**src/kel_map.svh**
```systemverilog
// register offsets, field positions, reset values and timing counts of the keypad event block
`ifndef KEL_MAP_SVH
`define KEL_MAP_SVH
// register offsets
`define KEL_CFG_ADDR 8'h01
`define KEL_INT_STAT_ADDR 8'h02
`define KEL_LOCK_EC_ADDR 8'h03
`define KEL_EVENT_ADDR 8'h04
`define KEL_LOCK_TMR_ADDR 8'h0E
`define KEL_FIRST_UNLOCK_KEY_ADDR 8'h0F
`define KEL_SECOND_UNLOCK_KEY_ADDR 8'h10
// configuration fields
`define KEL_CFG_KEY_IEN 0
`define KEL_CFG_GPI_IEN 1
`define KEL_CFG_LOCK_IEN 2
`define KEL_CFG_OVF_IEN 3
`define KEL_CFG_INT_PULSE 4
`define KEL_CFG_OVF_MODE 5
`define KEL_CFG_RESET 8'h00
// interrupt status fields
`define KEL_ST_KEY 0
`define KEL_ST_GPI 1
`define KEL_ST_LOCK 2
`define KEL_ST_OVF 3
`define KEL_ST_COMBO 4
// lock and event count fields
`define KEL_LOCK_EN_BIT 6
`define KEL_LOCK_WAIT2_BIT 4
// lock timer fields
`define KEL_UNLOCK_TMR_LSB 0
`define KEL_MASK_TMR_LSB 3
// event queue
`define KEL_FIFO_DEPTH 10
`define KEL_GPI_FIRST 7'h61
`define KEL_GPI_LAST 7'h72
`define KEL_KEY_LAST 7'h50
// fixed three-key combination
`define KEL_COMBO_KEY_A 7'h01
`define KEL_COMBO_KEY_B 7'h0B
`define KEL_COMBO_KEY_C 7'h15
// timing
`define KEL_CLK_MHZ 40
`define KEL_PULSE_US 50
`define KEL_PULSE_CYCLES (`KEL_PULSE_US * `KEL_CLK_MHZ)
`define KEL_SEC_CYCLES 40000000
`endif

```
**src/kel_pkg.sv**
```systemverilog
// types shared by the keypad event block
package kel_pkg;
  typedef logic [7:0] kel_byte_t;
  typedef logic [6:0] kel_code_t;
  typedef logic [3:0] kel_count_t;
  typedef enum logic [2:0] {
    KEL_UNLOCKED = 3'b001,
    KEL_WAIT1 = 3'b010,
    KEL_WAIT2 = 3'b100
  } kel_lock_e;
endpackage

```
**src/kel_evt_fifo.sv**
```systemverilog
// ten-entry shifting key event queue with two overflow policies
`timescale 1ns/100ps
`include "kel_map.svh"
module kel_evt_fifo (
  // clock and reset
  input wire logic clock_i,
  input wire logic nrst_i,
  // fill side
  input wire logic push_i,
  input wire kel_pkg::kel_byte_t data_i,
  input wire logic shift_mode_i,
  // drain side
  input wire logic pop_i,
  output kel_pkg::kel_byte_t head_o,
  output kel_pkg::kel_count_t count_o,
  output logic overflow_o
);
  import kel_pkg::*;
  kel_byte_t mem_reg [`KEL_FIFO_DEPTH];
  kel_byte_t mem_next [`KEL_FIFO_DEPTH];
  kel_count_t cnt_reg;
  kel_count_t cnt_next;
  logic full_after_pop;

  // pop first, then push into what remains
  always_comb begin
    mem_next = mem_reg;
    cnt_next = cnt_reg;
    if (pop_i && cnt_reg != 4'h0) begin
      for (int i = 0; i < `KEL_FIFO_DEPTH - 1; i++) begin
        mem_next[i] = mem_next[i + 1];
      end
      mem_next[`KEL_FIFO_DEPTH - 1] = 8'h00;
      cnt_next = cnt_reg - 4'h1;
    end
    full_after_pop = (cnt_next == 4'(`KEL_FIFO_DEPTH));
    if (push_i) begin
      if (!full_after_pop) begin
        mem_next[cnt_next] = data_i;
        cnt_next = cnt_next + 4'h1;
      end else if (shift_mode_i) begin
        // oldest falls out, newest lands last
        for (int i = 0; i < `KEL_FIFO_DEPTH - 1; i++) begin
          mem_next[i] = mem_next[i + 1];
        end
        mem_next[`KEL_FIFO_DEPTH - 1] = data_i;
      end
      // otherwise the new event is dropped, queue untouched
    end
  end

  assign overflow_o = push_i && full_after_pop;
  assign head_o = mem_reg[0];
  assign count_o = cnt_reg;

  always_ff @(posedge clock_i or negedge nrst_i) begin
    if (!nrst_i) begin
      cnt_reg <= 4'h0;
      for (int i = 0; i < `KEL_FIFO_DEPTH; i++) begin
        mem_reg[i] <= 8'h00;
      end
    end else begin
      cnt_reg <= cnt_next;
      mem_reg <= mem_next;
    end
  end
endmodule

```
**src/kel_sec_tick.sv**
```systemverilog
// one-second enable pulse divider, restartable
`timescale 1ns/100ps
`include "kel_map.svh"
module kel_sec_tick #(
  parameter int unsigned CYCLES_PER_SEC = `KEL_SEC_CYCLES
) (
  // clock and reset
  input wire logic clock_i,
  input wire logic nrst_i,
  // control
  input wire logic en_i,
  input wire logic restart_i,
  // tick
  output logic tick_o
);
  logic [25:0] cnt_reg;
  logic [25:0] cnt_next;
  logic tick_next;

  // divider held at zero when idle so a new countdown starts a full second
  always_comb begin
    cnt_next = cnt_reg;
    tick_next = 1'b0;
    if (!en_i || restart_i) begin
      cnt_next = 26'h000_0000;
    end else if (cnt_reg == 26'(CYCLES_PER_SEC - 1)) begin
      cnt_next = 26'h000_0000;
      tick_next = 1'b1;
    end else begin
      cnt_next = cnt_reg + 26'h000_0001;
    end
  end

  always_ff @(posedge clock_i or negedge nrst_i) begin
    if (!nrst_i) begin
      cnt_reg <= 26'h000_0000;
      tick_o <= 1'b0;
    end else begin
      cnt_reg <= cnt_next;
      tick_o <= tick_next;
    end
  end
endmodule

```
**src/kel_top.sv**
```systemverilog
// keypad event handling: queue overflow, lock/unlock, mask timer, combo and interrupt pin
`timescale 1ns/100ps
`include "kel_map.svh"
module kel_top #(
  parameter int unsigned CYCLES_PER_SEC = `KEL_SEC_CYCLES
) (
  // clock and reset
  input wire logic clock_i,
  input wire logic nrst_i,
  // register access from the serial slave
  input wire logic dev_sel_i,
  input wire kel_pkg::kel_byte_t reg_addr_i,
  input wire logic reg_wr_i,
  input wire kel_pkg::kel_byte_t reg_wdata_i,
  input wire logic reg_rd_i,
  output kel_pkg::kel_byte_t reg_rdata_o,
  input wire logic port_rd_ack_i,
  // key events from the scanner
  input wire logic key_valid_i,
  input wire logic key_press_i,
  input wire kel_pkg::kel_code_t key_code_i,
  // general purpose pins
  input wire logic [17:0] gpio_pin_i,
  input wire logic [17:0] gpio_is_input_i,
  // interrupt pin and oscillator request
  output logic int_o,
  output logic int_oe_o,
  output logic osc_keep_on_o
);
  import kel_pkg::*;

  localparam logic [10:0] PULSE_CYC = 11'(`KEL_PULSE_CYCLES);

  // valid event table code: matrix key or input-pin code
  function automatic logic code_ok(input kel_code_t c);
    code_ok = (c != 7'h00 && c <= `KEL_KEY_LAST) ||
              (c >= `KEL_GPI_FIRST && c <= `KEL_GPI_LAST);
  endfunction

  kel_byte_t cfg_reg, cfg_next;
  kel_byte_t stat_reg, stat_next;
  kel_byte_t tmr_reg, tmr_next;
  kel_code_t unl1_reg, unl1_next;
  kel_code_t unl2_reg, unl2_next;
  kel_byte_t rdata_next;
  kel_lock_e lock_reg, lock_next;
  logic [4:0] mask_reg, mask_next;
  logic [2:0] unl_cnt_reg, unl_cnt_next;
  logic [2:0] combo_reg, combo_next;
  logic [10:0] pulse_reg, pulse_next;
  logic int_oe_next;
  logic osc_next;
  logic [17:0] pin_meta_reg, pin_sync_reg, port_store_reg, port_store_next;

  logic wr_ok, rd_ok, evt_ok, press_ok;
  logic locked, push, pop, ovf, tick, tick_restart;
  logic port_irq, int_active;
  kel_byte_t head;
  kel_count_t count;

  // only our own transactions reach the registers
  assign wr_ok = reg_wr_i && dev_sel_i;
  assign rd_ok = reg_rd_i && dev_sel_i;
  assign evt_ok = key_valid_i && code_ok(key_code_i);
  assign press_ok = evt_ok && key_press_i;
  assign locked = (lock_reg != KEL_UNLOCKED);
  assign push = evt_ok && !locked;
  assign pop = rd_ok && reg_addr_i == `KEL_EVENT_ADDR;

  kel_evt_fifo u_fifo (
    .clock_i(clock_i),
    .nrst_i(nrst_i),
    .push_i(push),
    .data_i({key_press_i, key_code_i}),
    .shift_mode_i(cfg_reg[`KEL_CFG_OVF_MODE]),
    .pop_i(pop),
    .head_o(head),
    .count_o(count),
    .overflow_o(ovf)
  );

  kel_sec_tick #(
    .CYCLES_PER_SEC(CYCLES_PER_SEC)
  ) u_tick (
    .clock_i(clock_i),
    .nrst_i(nrst_i),
    .en_i(osc_keep_on_o),
    .restart_i(tick_restart),
    .tick_o(tick)
  );

  // pins come from outside the clock domain
  always_ff @(posedge clock_i or negedge nrst_i) begin
    if (!nrst_i) begin
      pin_meta_reg <= 18'h0_0000;
      pin_sync_reg <= 18'h0_0000;
    end else begin
      pin_meta_reg <= gpio_pin_i;
      pin_sync_reg <= pin_meta_reg;
    end
  end

  // stored input value follows the pins only on our port read ack
  always_comb begin
    port_store_next = port_store_reg;
    if (port_rd_ack_i && dev_sel_i) begin
      port_store_next = pin_sync_reg;
    end
  end

  // mismatch on input pins is the port interrupt; also catches dir switches
  assign port_irq = |((pin_sync_reg ^ port_store_reg) & gpio_is_input_i);

  // configuration registers written by the host
  always_comb begin
    cfg_next = cfg_reg;
    tmr_next = tmr_reg;
    unl1_next = unl1_reg;
    unl2_next = unl2_reg;
    if (wr_ok) begin
      case (reg_addr_i)
        `KEL_CFG_ADDR: cfg_next = reg_wdata_i;
        `KEL_LOCK_TMR_ADDR: tmr_next = reg_wdata_i;
        `KEL_FIRST_UNLOCK_KEY_ADDR: if (code_ok(reg_wdata_i[6:0])) unl1_next = reg_wdata_i[6:0];
        `KEL_SECOND_UNLOCK_KEY_ADDR: if (code_ok(reg_wdata_i[6:0])) unl2_next = reg_wdata_i[6:0];
        default: cfg_next = cfg_reg;
      endcase
    end
  end

  // lock state machine with unlock and mask countdowns
  always_comb begin
    logic [4:0] mask_set;
    logic [2:0] unl_set;
    logic mask_expire;
    mask_set = tmr_reg[7:`KEL_MASK_TMR_LSB];
    unl_set = tmr_reg[`KEL_MASK_TMR_LSB - 1:`KEL_UNLOCK_TMR_LSB];
    mask_expire = tick && mask_reg == 5'h01;
    lock_next = lock_reg;
    mask_next = mask_reg;
    unl_cnt_next = unl_cnt_reg;
    tick_restart = 1'b0;
    if (tick && mask_reg != 5'h00) begin
      mask_next = mask_reg - 5'h01;
    end
    if (tick && unl_cnt_reg != 3'h0) begin
      unl_cnt_next = unl_cnt_reg - 3'h1;
    end
    case (lock_reg)
      KEL_UNLOCKED: begin
        mask_next = 5'h00;
        unl_cnt_next = 3'h0;
        if (wr_ok && reg_addr_i == `KEL_LOCK_EC_ADDR && reg_wdata_i[`KEL_LOCK_EN_BIT]) begin
          lock_next = KEL_WAIT1;
        end
      end
      KEL_WAIT1: begin
        if (press_ok && key_code_i == unl1_reg) begin
          lock_next = KEL_WAIT2;
          unl_cnt_next = unl_set;
          tick_restart = 1'b1;
        end
      end
      KEL_WAIT2: begin
        if (press_ok) begin
          // wrong second key starts the sequence over
          lock_next = (key_code_i == unl2_reg) ? KEL_UNLOCKED : KEL_WAIT1;
        end else if ((tick && unl_cnt_reg == 3'h1) || mask_expire) begin
          lock_next = KEL_WAIT1;
        end
      end
      default: lock_next = KEL_UNLOCKED;
    endcase
    // a locked press outside a mask countdown re-arms the mask
    if (locked && press_ok && mask_set != 5'h00 && mask_reg == 5'h00) begin
      mask_next = mask_set;
      tick_restart = 1'b1;
    end
    if (locked && wr_ok && reg_addr_i == `KEL_LOCK_EC_ADDR &&
        !reg_wdata_i[`KEL_LOCK_EN_BIT]) begin
      lock_next = KEL_UNLOCKED;
    end
  end

  // seconds divider runs only while a countdown is live
  assign osc_next = (mask_next != 5'h00) || (unl_cnt_next != 3'h0);

  // combo key tracking, independent of the lock
  always_comb begin
    combo_next = combo_reg;
    if (evt_ok) begin
      if (key_code_i == `KEL_COMBO_KEY_A) combo_next[0] = key_press_i;
      if (key_code_i == `KEL_COMBO_KEY_B) combo_next[1] = key_press_i;
      if (key_code_i == `KEL_COMBO_KEY_C) combo_next[2] = key_press_i;
    end
  end

  // sticky status: write 1 clears, a set in the same cycle wins
  always_comb begin
    kel_byte_t set_bits;
    kel_byte_t clr_bits;
    set_bits = 8'h00;
    clr_bits = 8'h00;
    if (push) begin
      set_bits[(key_code_i >= `KEL_GPI_FIRST) ? `KEL_ST_GPI : `KEL_ST_KEY] = 1'b1;
    end
    if (locked && press_ok && tmr_reg[7:`KEL_MASK_TMR_LSB] != 5'h00 && mask_reg == 5'h00) begin
      set_bits[`KEL_ST_KEY] = 1'b1;
    end
    if (lock_reg == KEL_WAIT2 && press_ok && key_code_i == unl2_reg) begin
      set_bits[`KEL_ST_LOCK] = 1'b1;
    end
    if (ovf) begin
      set_bits[`KEL_ST_OVF] = 1'b1;
    end
    if (combo_next == 3'b111 && combo_reg != 3'b111) begin
      set_bits[`KEL_ST_COMBO] = 1'b1;
    end
    if (wr_ok && reg_addr_i == `KEL_INT_STAT_ADDR) begin
      clr_bits = reg_wdata_i;
      if (count != 4'h0) begin
        // event flags cannot clear while the queue still holds events
        clr_bits[`KEL_ST_KEY] = 1'b0;
        clr_bits[`KEL_ST_GPI] = 1'b0;
      end
    end
    stat_next = (stat_reg & ~clr_bits) | set_bits;
    stat_next[7:5] = 3'h0;
  end

  // interrupt pin drive with optional release pulse
  always_comb begin
    pulse_next = pulse_reg;
    if (pulse_reg != 11'h000) begin
      pulse_next = pulse_reg - 11'h001;
    end
    if (cfg_reg[`KEL_CFG_INT_PULSE] && wr_ok && reg_addr_i == `KEL_INT_STAT_ADDR &&
        reg_wdata_i != 8'h00 && int_oe_o && count != 4'h0) begin
      pulse_next = PULSE_CYC;
    end
  end

  assign int_active = (stat_reg[`KEL_ST_KEY] && cfg_reg[`KEL_CFG_KEY_IEN]) ||
                      (stat_reg[`KEL_ST_GPI] && cfg_reg[`KEL_CFG_GPI_IEN]) ||
                      (stat_reg[`KEL_ST_LOCK] && cfg_reg[`KEL_CFG_LOCK_IEN]) ||
                      (stat_reg[`KEL_ST_OVF] && cfg_reg[`KEL_CFG_OVF_IEN]) ||
                      stat_reg[`KEL_ST_COMBO] || port_irq;
  assign int_oe_next = int_active && (pulse_next == 11'h000);

  // registered read data; the event head read also pops
  always_comb begin
    rdata_next = reg_rdata_o;
    if (rd_ok) begin
      case (reg_addr_i)
        `KEL_CFG_ADDR: rdata_next = cfg_reg;
        `KEL_INT_STAT_ADDR: rdata_next = stat_reg;
        `KEL_LOCK_EC_ADDR: rdata_next = {1'b0, locked, 1'b0, lock_reg == KEL_WAIT2, count};
        `KEL_EVENT_ADDR: rdata_next = (count != 4'h0) ? head : 8'h00;
        `KEL_LOCK_TMR_ADDR: rdata_next = tmr_reg;
        `KEL_FIRST_UNLOCK_KEY_ADDR: rdata_next = {1'b0, unl1_reg};
        `KEL_SECOND_UNLOCK_KEY_ADDR: rdata_next = {1'b0, unl2_reg};
        default: rdata_next = 8'h00;
      endcase
    end
  end

  // state registers other than the pin synchronizer
  always_ff @(posedge clock_i or negedge nrst_i) begin
    if (!nrst_i) begin
      cfg_reg <= `KEL_CFG_RESET;
      stat_reg <= 8'h00;
      tmr_reg <= 8'h00;
      unl1_reg <= 7'h00;
      unl2_reg <= 7'h00;
      lock_reg <= KEL_UNLOCKED;
      mask_reg <= 5'h00;
      unl_cnt_reg <= 3'h0;
      combo_reg <= 3'h0;
      pulse_reg <= 11'h000;
      port_store_reg <= 18'h0_0000;
      reg_rdata_o <= 8'h00;
      int_o <= 1'b0;
      int_oe_o <= 1'b0;
      osc_keep_on_o <= 1'b0;
    end else begin
      cfg_reg <= cfg_next;
      stat_reg <= stat_next;
      tmr_reg <= tmr_next;
      unl1_reg <= unl1_next;
      unl2_reg <= unl2_next;
      lock_reg <= lock_next;
      mask_reg <= mask_next;
      unl_cnt_reg <= unl_cnt_next;
      combo_reg <= combo_next;
      pulse_reg <= pulse_next;
      port_store_reg <= port_store_next;
      reg_rdata_o <= rdata_next;
      int_o <= 1'b0;
      int_oe_o <= int_oe_next;
      osc_keep_on_o <= osc_next;
    end
  end
endmodule

```
**config.mk**
```make
export PLATFORM = sky130hd
export DESIGN_NAME = kel_top
export DESIGN_NICKNAME = d
export VERILOG_FILES = /design/src/kel_pkg.sv /design/src/kel_evt_fifo.sv /design/src/kel_sec_tick.sv /design/src/kel_top.sv
export VERILOG_INCLUDE_DIRS = /design/src
export SDC_FILE = /design/constraint.sdc
export NUM_CORES = 1
export LEC_CHECK = 0
export BUFFER_PORTS_ARGS = -buffer_cell sky130_fd_sc_hd__buf_2
export CAP_MARGIN = 20
export CELL_PAD_IN_SITES_DETAIL_PLACEMENT = 1
export CELL_PAD_IN_SITES_GLOBAL_PLACEMENT = 1
export CORE_MARGIN = 8
export CORE_UTILIZATION = 44
export DETAILED_ROUTE_END_ITERATION = 6
export PLACE_DENSITY = 0.82
export SYNTH_ARGS = -nofsm -noshare
export SYNTH_HDL_FRONTEND = slang
export SYNTH_SLANG_ARGS = --single-unit
```
**constraint.sdc**
```tcl
create_clock -name clock_i -period 3.7 [get_ports clock_i]
set_input_delay 0.74 -clock clock_i [delete_from_list [all_inputs] [get_ports clock_i]]
set_output_delay 0.74 -clock clock_i [all_outputs]
set_load 0.05 [all_outputs]
```
[After elaboration in Yosys (flattened, before gate mapping)]
Index checks and enable logic that the tools add are counted.
Word-level totals
  bits in latches: 0
  memories kept: 0
  RAM bits: 0
  bits in registers: 235
  ROM bits: 0
  input port bits: 67
  word-level logic and storage cells: 197
Operators by class
  shift-type cells: 0
  eq/ne operators: 25
  multiply operators: 0
  div/mod/pow operators: 0
  reduce and logical (&&, ||, !) cells: 73
  bitwise gates (word level): 6
  muxes and demuxes: 48
  magnitude comparators: 10
  add/sub/neg operators: 6
Operators by type and width (number)
  2-to-1 mux 80 bit: 4
  bitwise mux 80 bit: 1
  case mux 8 bit (7 select lines): 1
  2-to-1 mux 26 bit: 2
  logical AND 1 bit: 42
  demux 8 bit (select 4 bit): 1
  less-or-equal comparator 7 bit, second input constant: 4
  adder 26 x 1 -> 26 bit, second input constant: 1
  equality test 26 bit, second input constant: 1
  2-to-1 mux 5 bit: 5
  2-to-1 mux 3 bit: 8
  2-to-1 mux 11 bit: 2
  AND 18 bit: 1
  OR reduction 18 bit: 1
  XOR 18 bit: 1
  equality test 8 x 2 -> 1 bit, second input constant: 2
  equality test 8 x 4 -> 1 bit, second input constant: 2
  2-to-1 mux 8 bit: 2
  nonzero test 5 bit: 3
  equality test 7 bit: 2
  >= comparator 7 bit, second input constant: 2
  2-to-1 mux 1 bit: 14
  nonzero test 7 bit: 2
  2-to-1 mux 4 bit: 3
  41 further kinds: 61

[Logic depth before layout (Yosys ltp)]
Gate-level depths: netlist of the first run.
  depth in word-level cells: 12
  gate-level depth with buffers: 16

[By module]
Synthesis of the first run repeated with hierarchy kept, for this count alone.
Second synthesis, totals
  cell total of the unflattened synthesis: 1555
  area, all modules: 15374.7 sq um
Modules (own cells, without submodules)
  kel_evt_fifo: seq. area each 2102.0 sq um, instances 1, area an instance 7957.6 sq um, cells an instance 894
  kel_top: seq. area each 3104.2 sq um, instances 1, area an instance 5972.0 sq um, cells an instance 516
  kel_sec_tick: seq. area each 675.6 sq um, instances 1, area an instance 1445.1 sq um, cells an instance 145

[Worst setup path after synthesis of the first run]
OpenSTA, ideal clock, no wires.
  path type: input to register
  start: in reg_addr_i[0]
  end: reg u_fifo.mem_reg[6] (netlist name)
  slack: -0.301 ns
  required time: 3.564 ns
  data arrival time: 3.865 ns
  stages on the path: 13
  setup time: 0.136 ns
  cell sequence: buf_2 > or4b_4 > or4_1 > buf_2 > buf_4 > xnor2_1 > ha_1 > mux2_2 > and3_1 > clkbuf_1 > clkbuf_1 > nand2_1 > o21ai_0
RTL lines
  start: declaration: line kel_top.sv:12  | input wire kel_pkg::kel_byte_t reg_addr_i,
  end signal: assignment: line kel_evt_fifo.sv:64  | mem_reg <= mem_next;
  end: declaration: line kel_evt_fifo.sv:19  | kel_byte_t mem_reg [`KEL_FIFO_DEPTH];

==> flow_metrics.py, run 1 <==
metrics = {
    "logic_synthesis": {
        "synth.cell_area_um2": 12600,
        "synth_nets": 1313,
        "synth_xor_area_share_pct": 4.73,
        "syn_area_per_cell_um2": 10.2,
        "ys_types": 77,
        "synth_top_area_share_pct": 46.5,
        "synth-edff-count": 0,
        "ys_seq_area_share_pct": 46.8,
        "ys_ff_latch": 235,
        "synth_mux_area_share_pct": 13.8,
        "synth_top_family_by_area": "simple AND/OR/NAND/NOR gates",
        "yosys.area_share.simple_pct": 15.0,
        "synth_compound_area_share_pct": 14.6,
        "synth_area_leaders": "dfrtp_1 47%, mux2i_1 8.7%, mux2_2 4.9%",
        "synthFlopType": "dfrtp_1",
        "synthAdderAreaFrac_pct": 1.19,
        "syn-instance-count": 1234,
        "async_reset_ff_share_pct": 100,
        "ys_warn_count": 0,
        "yosysTopAreaCell": "dfrtp_1",
    },
    "die": {
        "dieWidth_um": 185,
        "die_area_um2": 34300,
        "core_region_area_um2": 28400,
        "io_pins": 78,
        "fp.dieH_um": 185,
        "num_rows": 62,
        "initial_core_util_pct": 44.3,
    },
    "detailed_routing": {
        "drt-initial-drc-count": 889,
        "drtAntennaViolNets": 0,
        "drt-pass1-iter-count": 6,
        "wl_per_cell_um": 22.6,
        "via_count": 10400,
        "viasPerCell": 6.08,
        "routed_wirelength_mm": 38.9,
        "drcViolationCount": 0,
    },
    "layout": {
        "largest_register_ffs": 72,
        "drive_gt1_share_pct": 20.1,
        "n_antenna_cell": 0,
        "nets": 1390,
        "area_delta_synth_final_pct": 15.6,
    },
    "grt": {
        "grt_max_degree": 92,
        "grt_pass1_vias": 11400,
        "antenna_found_initial": 1,
        "grt_overflow_total": 0,
        "grt_pass1_wl_mm": 62.3,
        "grt.total_usage_pct": 22.7,
    },
    "setup_path": {
        "start_kind": "flip-flop",
        "crit_type": "flip-flop to flip-flop",
        "timing.rr.start": "u_fifo.count_o[0]",
        "rrSetupSlack_ns": 0.22,
        "r2r_end": "u_fifo.mem_reg[45]",
        "worstPathArrival_ns": 3.90,
        "reg2reg_depth": 13,
        "critPathMaxFanout": 8,
        "critPathLaunch": "u_fifo.count_o[0]",
        "cp-end-kind": "flip-flop",
        "critPathRequiredTime_ns": 4.13,
        "endpoint": "u_fifo.mem_reg[45]",
    },
    "timing": {
        "finalCritPeriodShare_pct": 93.9,
        "rsz0062_at_grt": "no",
        "skew_ns": 0.00988,
        "finalHoldViolations": 0,
        "maxSlewHeadroom_pct": 33.5,
        "max_freq_mhz": 288,
        "post-route-min-period_ns": 3.48,
        "setup_violations": 0,
        "slew_viol_final": 0,
        "worst_slack_ns": 0.225,
        "holdWs_ns": 0.139,
        "max_slew.worst_pin.slew_ns": 0.996,
    },
    "place": {
        "io_buffer_count": 76,
        "place.gp.congestion": 0.859,
        "pre_cts_slack_ns": -0.221,
        "dp_hpwl_mm": 26.8,
    },
    "cts": {
        "cts-htree-levels": 1,
        "clock_latency_ns": 0.55,
        "root_buffer": "clkbuf_16",
        "cts_tree": "yes",
        "cts_buffers": 28,
        "postCtsSetupBuffers": 0,
        "cts_num_sinks": 235,
        "path_clk_slew_ns": 0.06,
        "clk_path_buf_depth": 3,
    },
    "status": {
        "status": "finished clean",
    },
    "flow_run": {
        "cap_violations": 0,
    },
    "power": {
        "p_sw_share_pct": 33.7,
        "leakage_nw": 6.63,
        "vdd_ir_drop_max_mv": 0.336,
        "powerDensity_nw_per_um2": 603,
        "power_frac_clock_pct": 33.0,
        "total_power_mw": 8.77,
        "seq_power_share_pct": 40.5,
        "p_int_mw": 5.81,
        "comb_power_share_pct": 26.5,
        "p_switching_mw": 2.96,
    },
    "min_path": {
        "min_path_type": "primary input to async pin",
    },
}
## cells by family (layout without fill, tap and decap cells)
logic type | after synthesis | after routing
AO/OA/AOI/OAI | 250 | 250
XOR/XNOR | 68 | 68
adder cells (fa/ha/maj) | 12 | 12
buffers and inverters | 118 | 217
flip-flops | 235 | 235
multiplexers | 166 | 166
other | 1 | 1
AND/OR/NAND/NOR | 384 | 384
## what timing repair did
item	4_1_cts	5_1_grt
hold buffers	0	0
setup endpoints to repair	0	12
resized for setup	0	3
## per-stage QoR
step | area, um2 | cells | setup TNS, ns | util [%]
6_report | 14500 | 1717 | 0 | 51.2
5_1_grt | 14500 | 1717 | 0 | 51.2
4_1_cts | 14500 | 1716 | 0 | 51.2
3_5_place_dp | 13600 | 1664 | -1.08 | 47.7
3_3_place_gp | 13600 | 1664 | -0.0566 | 47.7
2_1_floorplan | 12600 | 1234 | 0 | -
## layer usage
metal / wire length, um / global-route usage [%]
met4: 1450 / 8.90
met1: 16300 / 29.0
met2: 19100 / 38.6
met5: 13 / 0
met3: 2070 / 3.30
## placed cells by master, fill, tap and decap left out, drive strengths merged, types with 5 or more instances in the layout
cell      count
a22o          8
and2          7
or3           9
a31oi         8
clkbuf       36
clkinv        7
a21oi        41
nor2         65
clkinvlp      5
inv          44
nor3         17
nand2b        6
a221oi        9
o22ai        22
and3         13
a211oi        6
dfrtp       234
o21ai        38
buf         122
xnor2        33
nand4        14
nand2       161
ha           12
mux2i       109
a22oi        15
mux2         57
nor4         17
nand3        37
o211ai       20
nor4b         5
a222oi       34
o221a         8
or4           9
or4b          7
xor2         35
## cell usage after synthesis (6+ instances only)
library cell and n:
a211oi_1 6, buf_2 15, o21ai_0 35, mux2_2 55, inv_1 43, nand3_1 37
dfrtp_1 234, nand4_1 14, nor4_1 12, and3_1 13, a31oi_1 8, nor2_1 65
clkbuf_1 46, a221oi_1 9, ha_1 12, a22oi_1 15, o22ai_1 22, xor2_1 35
o211ai_1 20, nand2b_1 6, mux2i_1 109, or4_1 9, and2_1 6, nor3_1 17
a21oi_1 41, o221a_2 8, a22o_1 8, xnor2_1 33, a222oi_1 34, buf_1 8
or3_1 9, nand2_1 161
## worst max-delay path, cell delays in order, from the launching register on
cell and delay, ns:
dfrtp_1 0.46, inv_1 0.16, ha_1 0.32, nor3b_1 0.19
or4_4 0.65, nor2_2 0.19, a21oi_4 0.07, inv_2 0.11
ha_4 0.18, o311a_1 0.20, buf_4 0.14, a21oi_1 0.04
nand2b_1 0.28, a222oi_1 0.37
## how the worst min path moves through the flow
stage / start / end / slack, ns
floorplan: pin_meta_reg[0] / pin_sync_reg[0] / 0.33
global placement: pin_meta_reg[7] / pin_sync_reg[7] / 0.33
detailed placement: pin_meta_reg[17] / pin_sync_reg[17] / 0.34
CTS: nrst_i / u_fifo.mem_reg[63] / 0.14
global route: nrst_i / u_fifo.mem_reg[71] / 0.17
finish: nrst_i / u_fifo.mem_reg[64] / 0.14
## cell type report
type,instances,area (um2)
Tap cell,384,480
Timing Repair Buffer,122,761
Fill cell,3140,13800
Clock buffer,36,812
Clock inverter,16,171
Multi-Input combinational cell,881,6280
Inverter,43,161
Sequential cell,235,5880
## power groups by stage
stage / Combinational, mW / Clock [mW] / Sequential, mW
after floorplan: 1.63 / 0 / 3.40
after global placement: 2.13 / 0 / 3.54
after detailed placement: 2.25 / 0 / 3.58
after CTS: 2.30 / 2.95 / 3.54
after global routing: 2.56 / 3.03 / 3.59
final: 2.32 / 2.90 / 3.55
No activity file was read; power rests on OpenSTA's default activity.
==> run 2: changes to the inputs <==
MAX_ROUTING_LAYER = met4   (was not set)
==> run 2 against run 1 <==
Maximum frequency hardly changed. Critical endpoint is now u_fifo.mem_reg[17]. The flow now finishes with violations (design-rule violations). Worst setup slack better by 0.0025 ns. Combinational power hardly changed.
==> flow_metrics.py, run 2 (synthesis results as in run 1) <==
metrics = {
    "layout": {
        "area_delta_synth_final_pct": 15.7,
        "ff_latch_area_um2": 5880,
        "postLayoutCellArea_um2": 14600,
        "drive_gt1_share_pct": 20.1,
        "final_util_pct": 51.3,
        "largest_register_ffs": 72,
        "multi_input_area_um2": 6280,
        "layout.cells.most_common_list": "233 x dfrtp_1, 161 x nand2_1, 109 x mux2i_1",
        "final_common_cell": "dfrtp_1",
        "fillers": 3141,
        "instances_no_fill": 1718,
        "nets": 1390,
    },
    "detailed_routing": {
        "viasPerCell": 6.12,
        "drtAntennaViolNets": 0,
        "via_count": 10500,
        "drt-pass1-iter-count": 7,
        "drt-met1-wl_mm": 16.3,
        "wl_per_cell_um": 22.7,
        "drcViolationCount": 6,
        "routed_wirelength_mm": 38.9,
        "drt-initial-drc-count": 1132,
        "top_layer": "met4",
        "met2_length_mm": 19.0,
        "wl_met3_mm": 2.17,
    },
    "setup_path": {
        "critPathMaxFanout": 8,
        "cp-end-kind": "flip-flop",
        "critPathRequiredTime_ns": 4.13,
        "worstPathArrival_ns": 3.91,
        "reg2reg_depth": 13,
        "start_kind": "flip-flop",
        "crit_type": "flip-flop to flip-flop",
        "rrSetupSlack_ns": 0.23,
    },
    "cts": {
        "root_buffer": "clkbuf_16",
        "cts-htree-levels": 1,
        "cts_resized": 0,
        "postCtsSetupBuffers": 0,
        "hold_buffers": 0,
        "path_clk_slew_ns": 0.06,
        "clock_latency_ns": 0.55,
        "cts_tree": "yes",
        "clk_path_buf_depth": 3,
        "cts_buffers": 28,
        "cts_num_sinks": 235,
    },
    "grt": {
        "antenna_found_initial": 1,
        "grt.total_usage_pct": 23.4,
        "grt_pass1_wl_mm": 62.4,
        "grt_max_degree": 92,
        "grt_pass1_vias": 11400,
        "grt_overflow_total": 0,
    },
    "timing": {
        "max_slew.worst_pin.slew_ns": 0.984,
        "slew_viol_final": 0,
        "max_freq_mhz": 288,
        "worst_slack_ns": 0.227,
        "rsz0062_at_grt": "no",
        "finalHoldViolations": 0,
        "post-route-min-period_ns": 3.47,
        "holdWs_ns": 0.133,
        "setup_violations": 0,
        "finalCritPeriodShare_pct": 93.9,
        "maxSlewHeadroom_pct": 34.3,
        "skew_ns": 0.0122,
    },
    "power": {
        "powerDensity_nw_per_um2": 603,
        "leakage_nw": 6.63,
        "vdd_ir_drop_max_mv": 0.337,
    },
    "die": {
        "io_pins": 78,
        "num_rows": 62,
        "dieWidth_um": 185,
        "die_area_um2": 34300,
        "core_region_area_um2": 28400,
        "initial_core_util_pct": 44.3,
        "fp.dieH_um": 185,
    },
    "status": {
        "violations": "design-rule violations",
        "status": "finished, violations left",
    },
    "flow_run": {
        "cap_violations": 0,
    },
    "place": {
        "dp_hpwl_mm": 26.8,
        "placed_area_um2": 13600,
        "pre_cts_slack_ns": -0.221,
        "dp.cells": 1664,
        "place.gp.congestion": 0.867,
        "io_buffer_count": 76,
    },
    "min_path": {
        "min_path_type": "primary input to async pin",
    },
}
-- run 2: cell types whose count changed in the layout (fill, tap and decap cells not counted) --
cell     before  now
diode_2       0    1
-- run 2: area by class of cell --
| type | count | area share, % |
|---|---|---|
| Multi-Input combinational cell | 881 | 43.2 |
| Sequential cell | 235 | 40.4 |
| Clock buffer | 36 | 5.58 |
| Timing Repair Buffer | 122 | 5.23 |
| Tap cell | 384 | 3.30 |
| Clock inverter | 16 | 1.18 |
| Inverter | 43 | 1.11 |
| Antenna cell | 1 | 0.0172 |
-- run 2: metal layers --
layer  vias up  track usage (%)
met5         -                -
li1       4713                -
met3        95             3.12
met2       360             38.5
met4         0             8.93
met1      5351             29.2
-- run 2: power breakdown --
part	leakage, nW	internal [mW]	switching [mW]
clock network	0.477	1.76	1.14
logic	3.24	0.954	1.37
registers	2.91	3.10	0.452
total	6.63	5.81	2.97
-- run 2: critical path: stages (launching register included) --
cell and delay, ns:
dfrtp_1 0.46, inv_1 0.16, ha_1 0.32, nor3b_1 0.19, or4_4 0.65, nor2_2 0.18, a21oi_4 0.07, inv_2 0.11
ha_4 0.18, o311a_1 0.20, buf_4 0.14, a21oi_1 0.05, nand2b_2 0.28, a222oi_1 0.36
-- run 2: final timing paths --
kind,startpoint,end
max reg2reg,u_fifo.count_o[0],u_fifo.mem_reg[17]
min in group clock_i,gpio_pin_i[17],pin_meta_reg[17]
max,u_fifo.count_o[0],u_fifo.mem_reg[17]
min,nrst_i,u_fifo.mem_reg[64]
max in group asynchronous,nrst_i,port_store_reg[16]
min reg2reg,pin_meta_reg[11],pin_sync_reg[11]
-- run 2: through the flow --
stage	power, mW	setup TNS [ns]
floorplan	5.03	0
global placement	5.67	-0.0566
CTS	8.79	0
detailed placement	5.83	-1.08
finish	8.78	0
global route	9.18	0
==> run 3: changes to the inputs <==
CELL_PAD_IN_SITES_DETAIL_PLACEMENT = 2   (was 1)
CELL_PAD_IN_SITES_GLOBAL_PLACEMENT = 2   (was 1)
CORE_UTILIZATION = 36   (was 44)
PLACE_DENSITY = 0.81   (was 0.82)
==> run 3 against run 2 <==
Combinational power is 9.5% higher. Sequential power is 1% higher. Maximum frequency is 4.2% lower. Clock skew is 0.027 ns higher. Die area is 20% higher. First-iteration DRC count is 19% lower. Critical endpoint is now u_fifo.mem_reg[45]. Global-route usage is 0.10 points higher. Sequential share of layout area is 0.45 points lower. Total power is 2.1% higher. Design area is 1.1% higher. The flow now finishes without violations. Core utilization is 8.6 points lower. Count of clock-buffer cells in the layout is 1 higher.
==> flow_metrics.py, run 3 (synthesis results as in run 1) <==
metrics = {
    "status": {
        "status": "finished clean",
    },
    "layout": {
        "layout.cells.most_common_list": "233 x dfrtp_1, 161 x nand2_1, 109 x mux2i_1",
        "area_delta_synth_final_pct": 17.0,
        "instances_no_fill": 1798,
        "fillers": 3591,
        "postLayoutCellArea_um2": 14700,
        "largest_register_ffs": 72,
        "final_common_cell": "dfrtp_1",
        "drive_gt1_share_pct": 20.3,
        "nets": 1402,
    },
    "detailed_routing": {
        "drcViolationCount": 0,
        "routed_wirelength_mm": 47.9,
        "via_count": 10800,
        "wl_per_cell_um": 26.7,
        "drt-initial-drc-count": 915,
        "met2_length_mm": 24.4,
        "drt-pass1-iter-count": 6,
        "viasPerCell": 6.03,
        "drtAntennaViolNets": 0,
        "wl_met3_mm": 2.34,
        "drt-met1-wl_mm": 19.5,
        "top_layer": "met4",
    },
    "place": {
        "dp_hpwl_mm": 32.4,
        "placed_area_um2": 13800,
        "io_buffer_count": 76,
        "place.gp.congestion": 0.833,
        "dp.cells": 1748,
        "pre_cts_slack_ns": -0.175,
    },
    "grt": {
        "grt_pass1_vias": 12300,
        "grt_overflow_total": 0,
        "grt_max_degree": 81,
        "grt.total_usage_pct": 23.5,
        "antenna_found_initial": 0,
        "grt_pass1_wl_mm": 75.1,
    },
    "min_path": {
        "min_path_type": "primary input to async pin",
    },
    "power": {
        "powerDensity_nw_per_um2": 609,
        "p_switching_mw": 3.20,
        "vdd_ir_drop_max_mv": 0.341,
        "seq_power_share_pct": 40.0,
        "p_int_mw": 5.75,
        "leakage_nw": 6.68,
        "p_sw_share_pct": 35.8,
        "comb_power_share_pct": 28.4,
        "power_frac_clock_pct": 31.6,
    },
    "cts": {
        "cts_num_sinks": 235,
        "cts_buffers": 27,
        "clock_latency_ns": 0.57,
        "path_clk_slew_ns": 0.07,
        "cts_tree": "yes",
        "cts-htree-levels": 1,
        "clk_path_buf_depth": 3,
        "postCtsSetupBuffers": 0,
        "root_buffer": "clkbuf_16",
    },
    "timing": {
        "tns_ns": 0,
        "rsz0062_at_grt": "no",
        "skew_ns": 0.0396,
        "maxSlewHeadroom_pct": 42.1,
        "finalHoldViolations": 0,
        "finalCritPeriodShare_pct": 98.0,
        "post-route-min-period_ns": 3.63,
        "setup_violations": 0,
        "holdWs_ns": 0.203,
        "slew_viol_final": 0,
        "max_freq_mhz": 276,
        "worst_slack_ns": 0.0747,
        "max_slew.worst_pin.slew_ns": 0.864,
    },
    "setup_path": {
        "worstPathArrival_ns": 4.07,
        "critPathMaxFanout": 8,
        "cp-end-kind": "flip-flop",
        "crit_type": "flip-flop to flip-flop",
        "start_kind": "flip-flop",
        "reg2reg_depth": 10,
        "critPathRequiredTime_ns": 4.14,
    },
    "die": {
        "core_region_area_um2": 34500,
        "io_pins": 78,
        "initial_core_util_pct": 36.5,
        "die_area_um2": 41200,
        "dieWidth_um": 203,
        "fp.dieH_um": 203,
        "num_rows": 68,
    },
    "flow_run": {
        "cap_violations": 0,
    },
}
==> run 3: changes by cell type in the layout (fill, tap and decap cells not counted), sizes merged <==
cell      previous run  this run
buf                122       135
clkbuf              36        37
clkinv               7         5
clkinvlp             5         2
==> run 3: path summary, 6_finish.rpt <==
path,start,to,slack [ns]
setup reg to reg,u_fifo.count_o[1],u_fifo.mem_reg[45],0.07
max in group asynchronous,nrst_i,unl2_reg[5],2.70
hold reg to reg,pin_meta_reg[16],pin_sync_reg[16],0.35
min in group clock_i,gpio_pin_i[0],pin_meta_reg[0],0.31
setup / recovery,u_fifo.count_o[1],u_fifo.mem_reg[45],0.07
hold / removal,nrst_i,reg_rdata_o[7],0.20
==> run 3: metal layers <==
| layer | track usage [%] | up-vias |
|---|---|---|
| met5 | - | - |
| met4 | 9.09 | 0 |
| met3 | 3.49 | 117 |
| met2 | 40.3 | 332 |
| met1 | 27.7 | 5676 |
| li1 | - | 4722 |
==> run 3: power by group through the flow <==
stage	logic [mW]	clock network [mW]	registers, mW
final	2.54	2.83	3.59
after global routing	2.74	2.97	3.62
after CTS	2.52	2.87	3.57
after detailed placement	2.41	0	3.58
after global placement	2.21	0	3.54
after floorplan	1.63	0	3.40
==> run 3: through the flow <==
step | power, mW | util, %
floorplan | 5.03 | -
global placement | 5.75 | 40.0
detailed placement | 5.99 | 40.0
CTS | 8.97 | 42.7
global route | 9.33 | 42.7
finish | 8.96 | 42.7
==> run 3: final cells by class <==
class / count / area (um2) / share of cell area (%)
sequential: 235 / 5880 / 40.0
multi-input combinational: 881 / 6280 / 42.7
clock inverter: 11 / 139 / 0.944
tap: 455 / 569 / 3.87
inverter: 43 / 161 / 1.10
timing repair buffer: 135 / 908 / 6.17
clock buffer: 37 / 773 / 5.26
antenna: 1 / 2.50 / 0.0170
==> run 3: worst max-delay path, stage by stage (launching register included) <==
cell and delay, ns:
dfrtp_1 0.56, inv_1 0.09, ha_1 0.29, nor3b_1 0.22, or4_4 0.67, a21oi_4 0.21
buf_4 0.16, ha_1 0.35, a21oi_1 0.14, nand2b_1 0.39, a222oi_1 0.41
==> run 3: timing repair <==
action	in CTS	in global routing
gates resized for setup	1	1
endpoints found under the setup margin	2	1
hold buffers	0	0
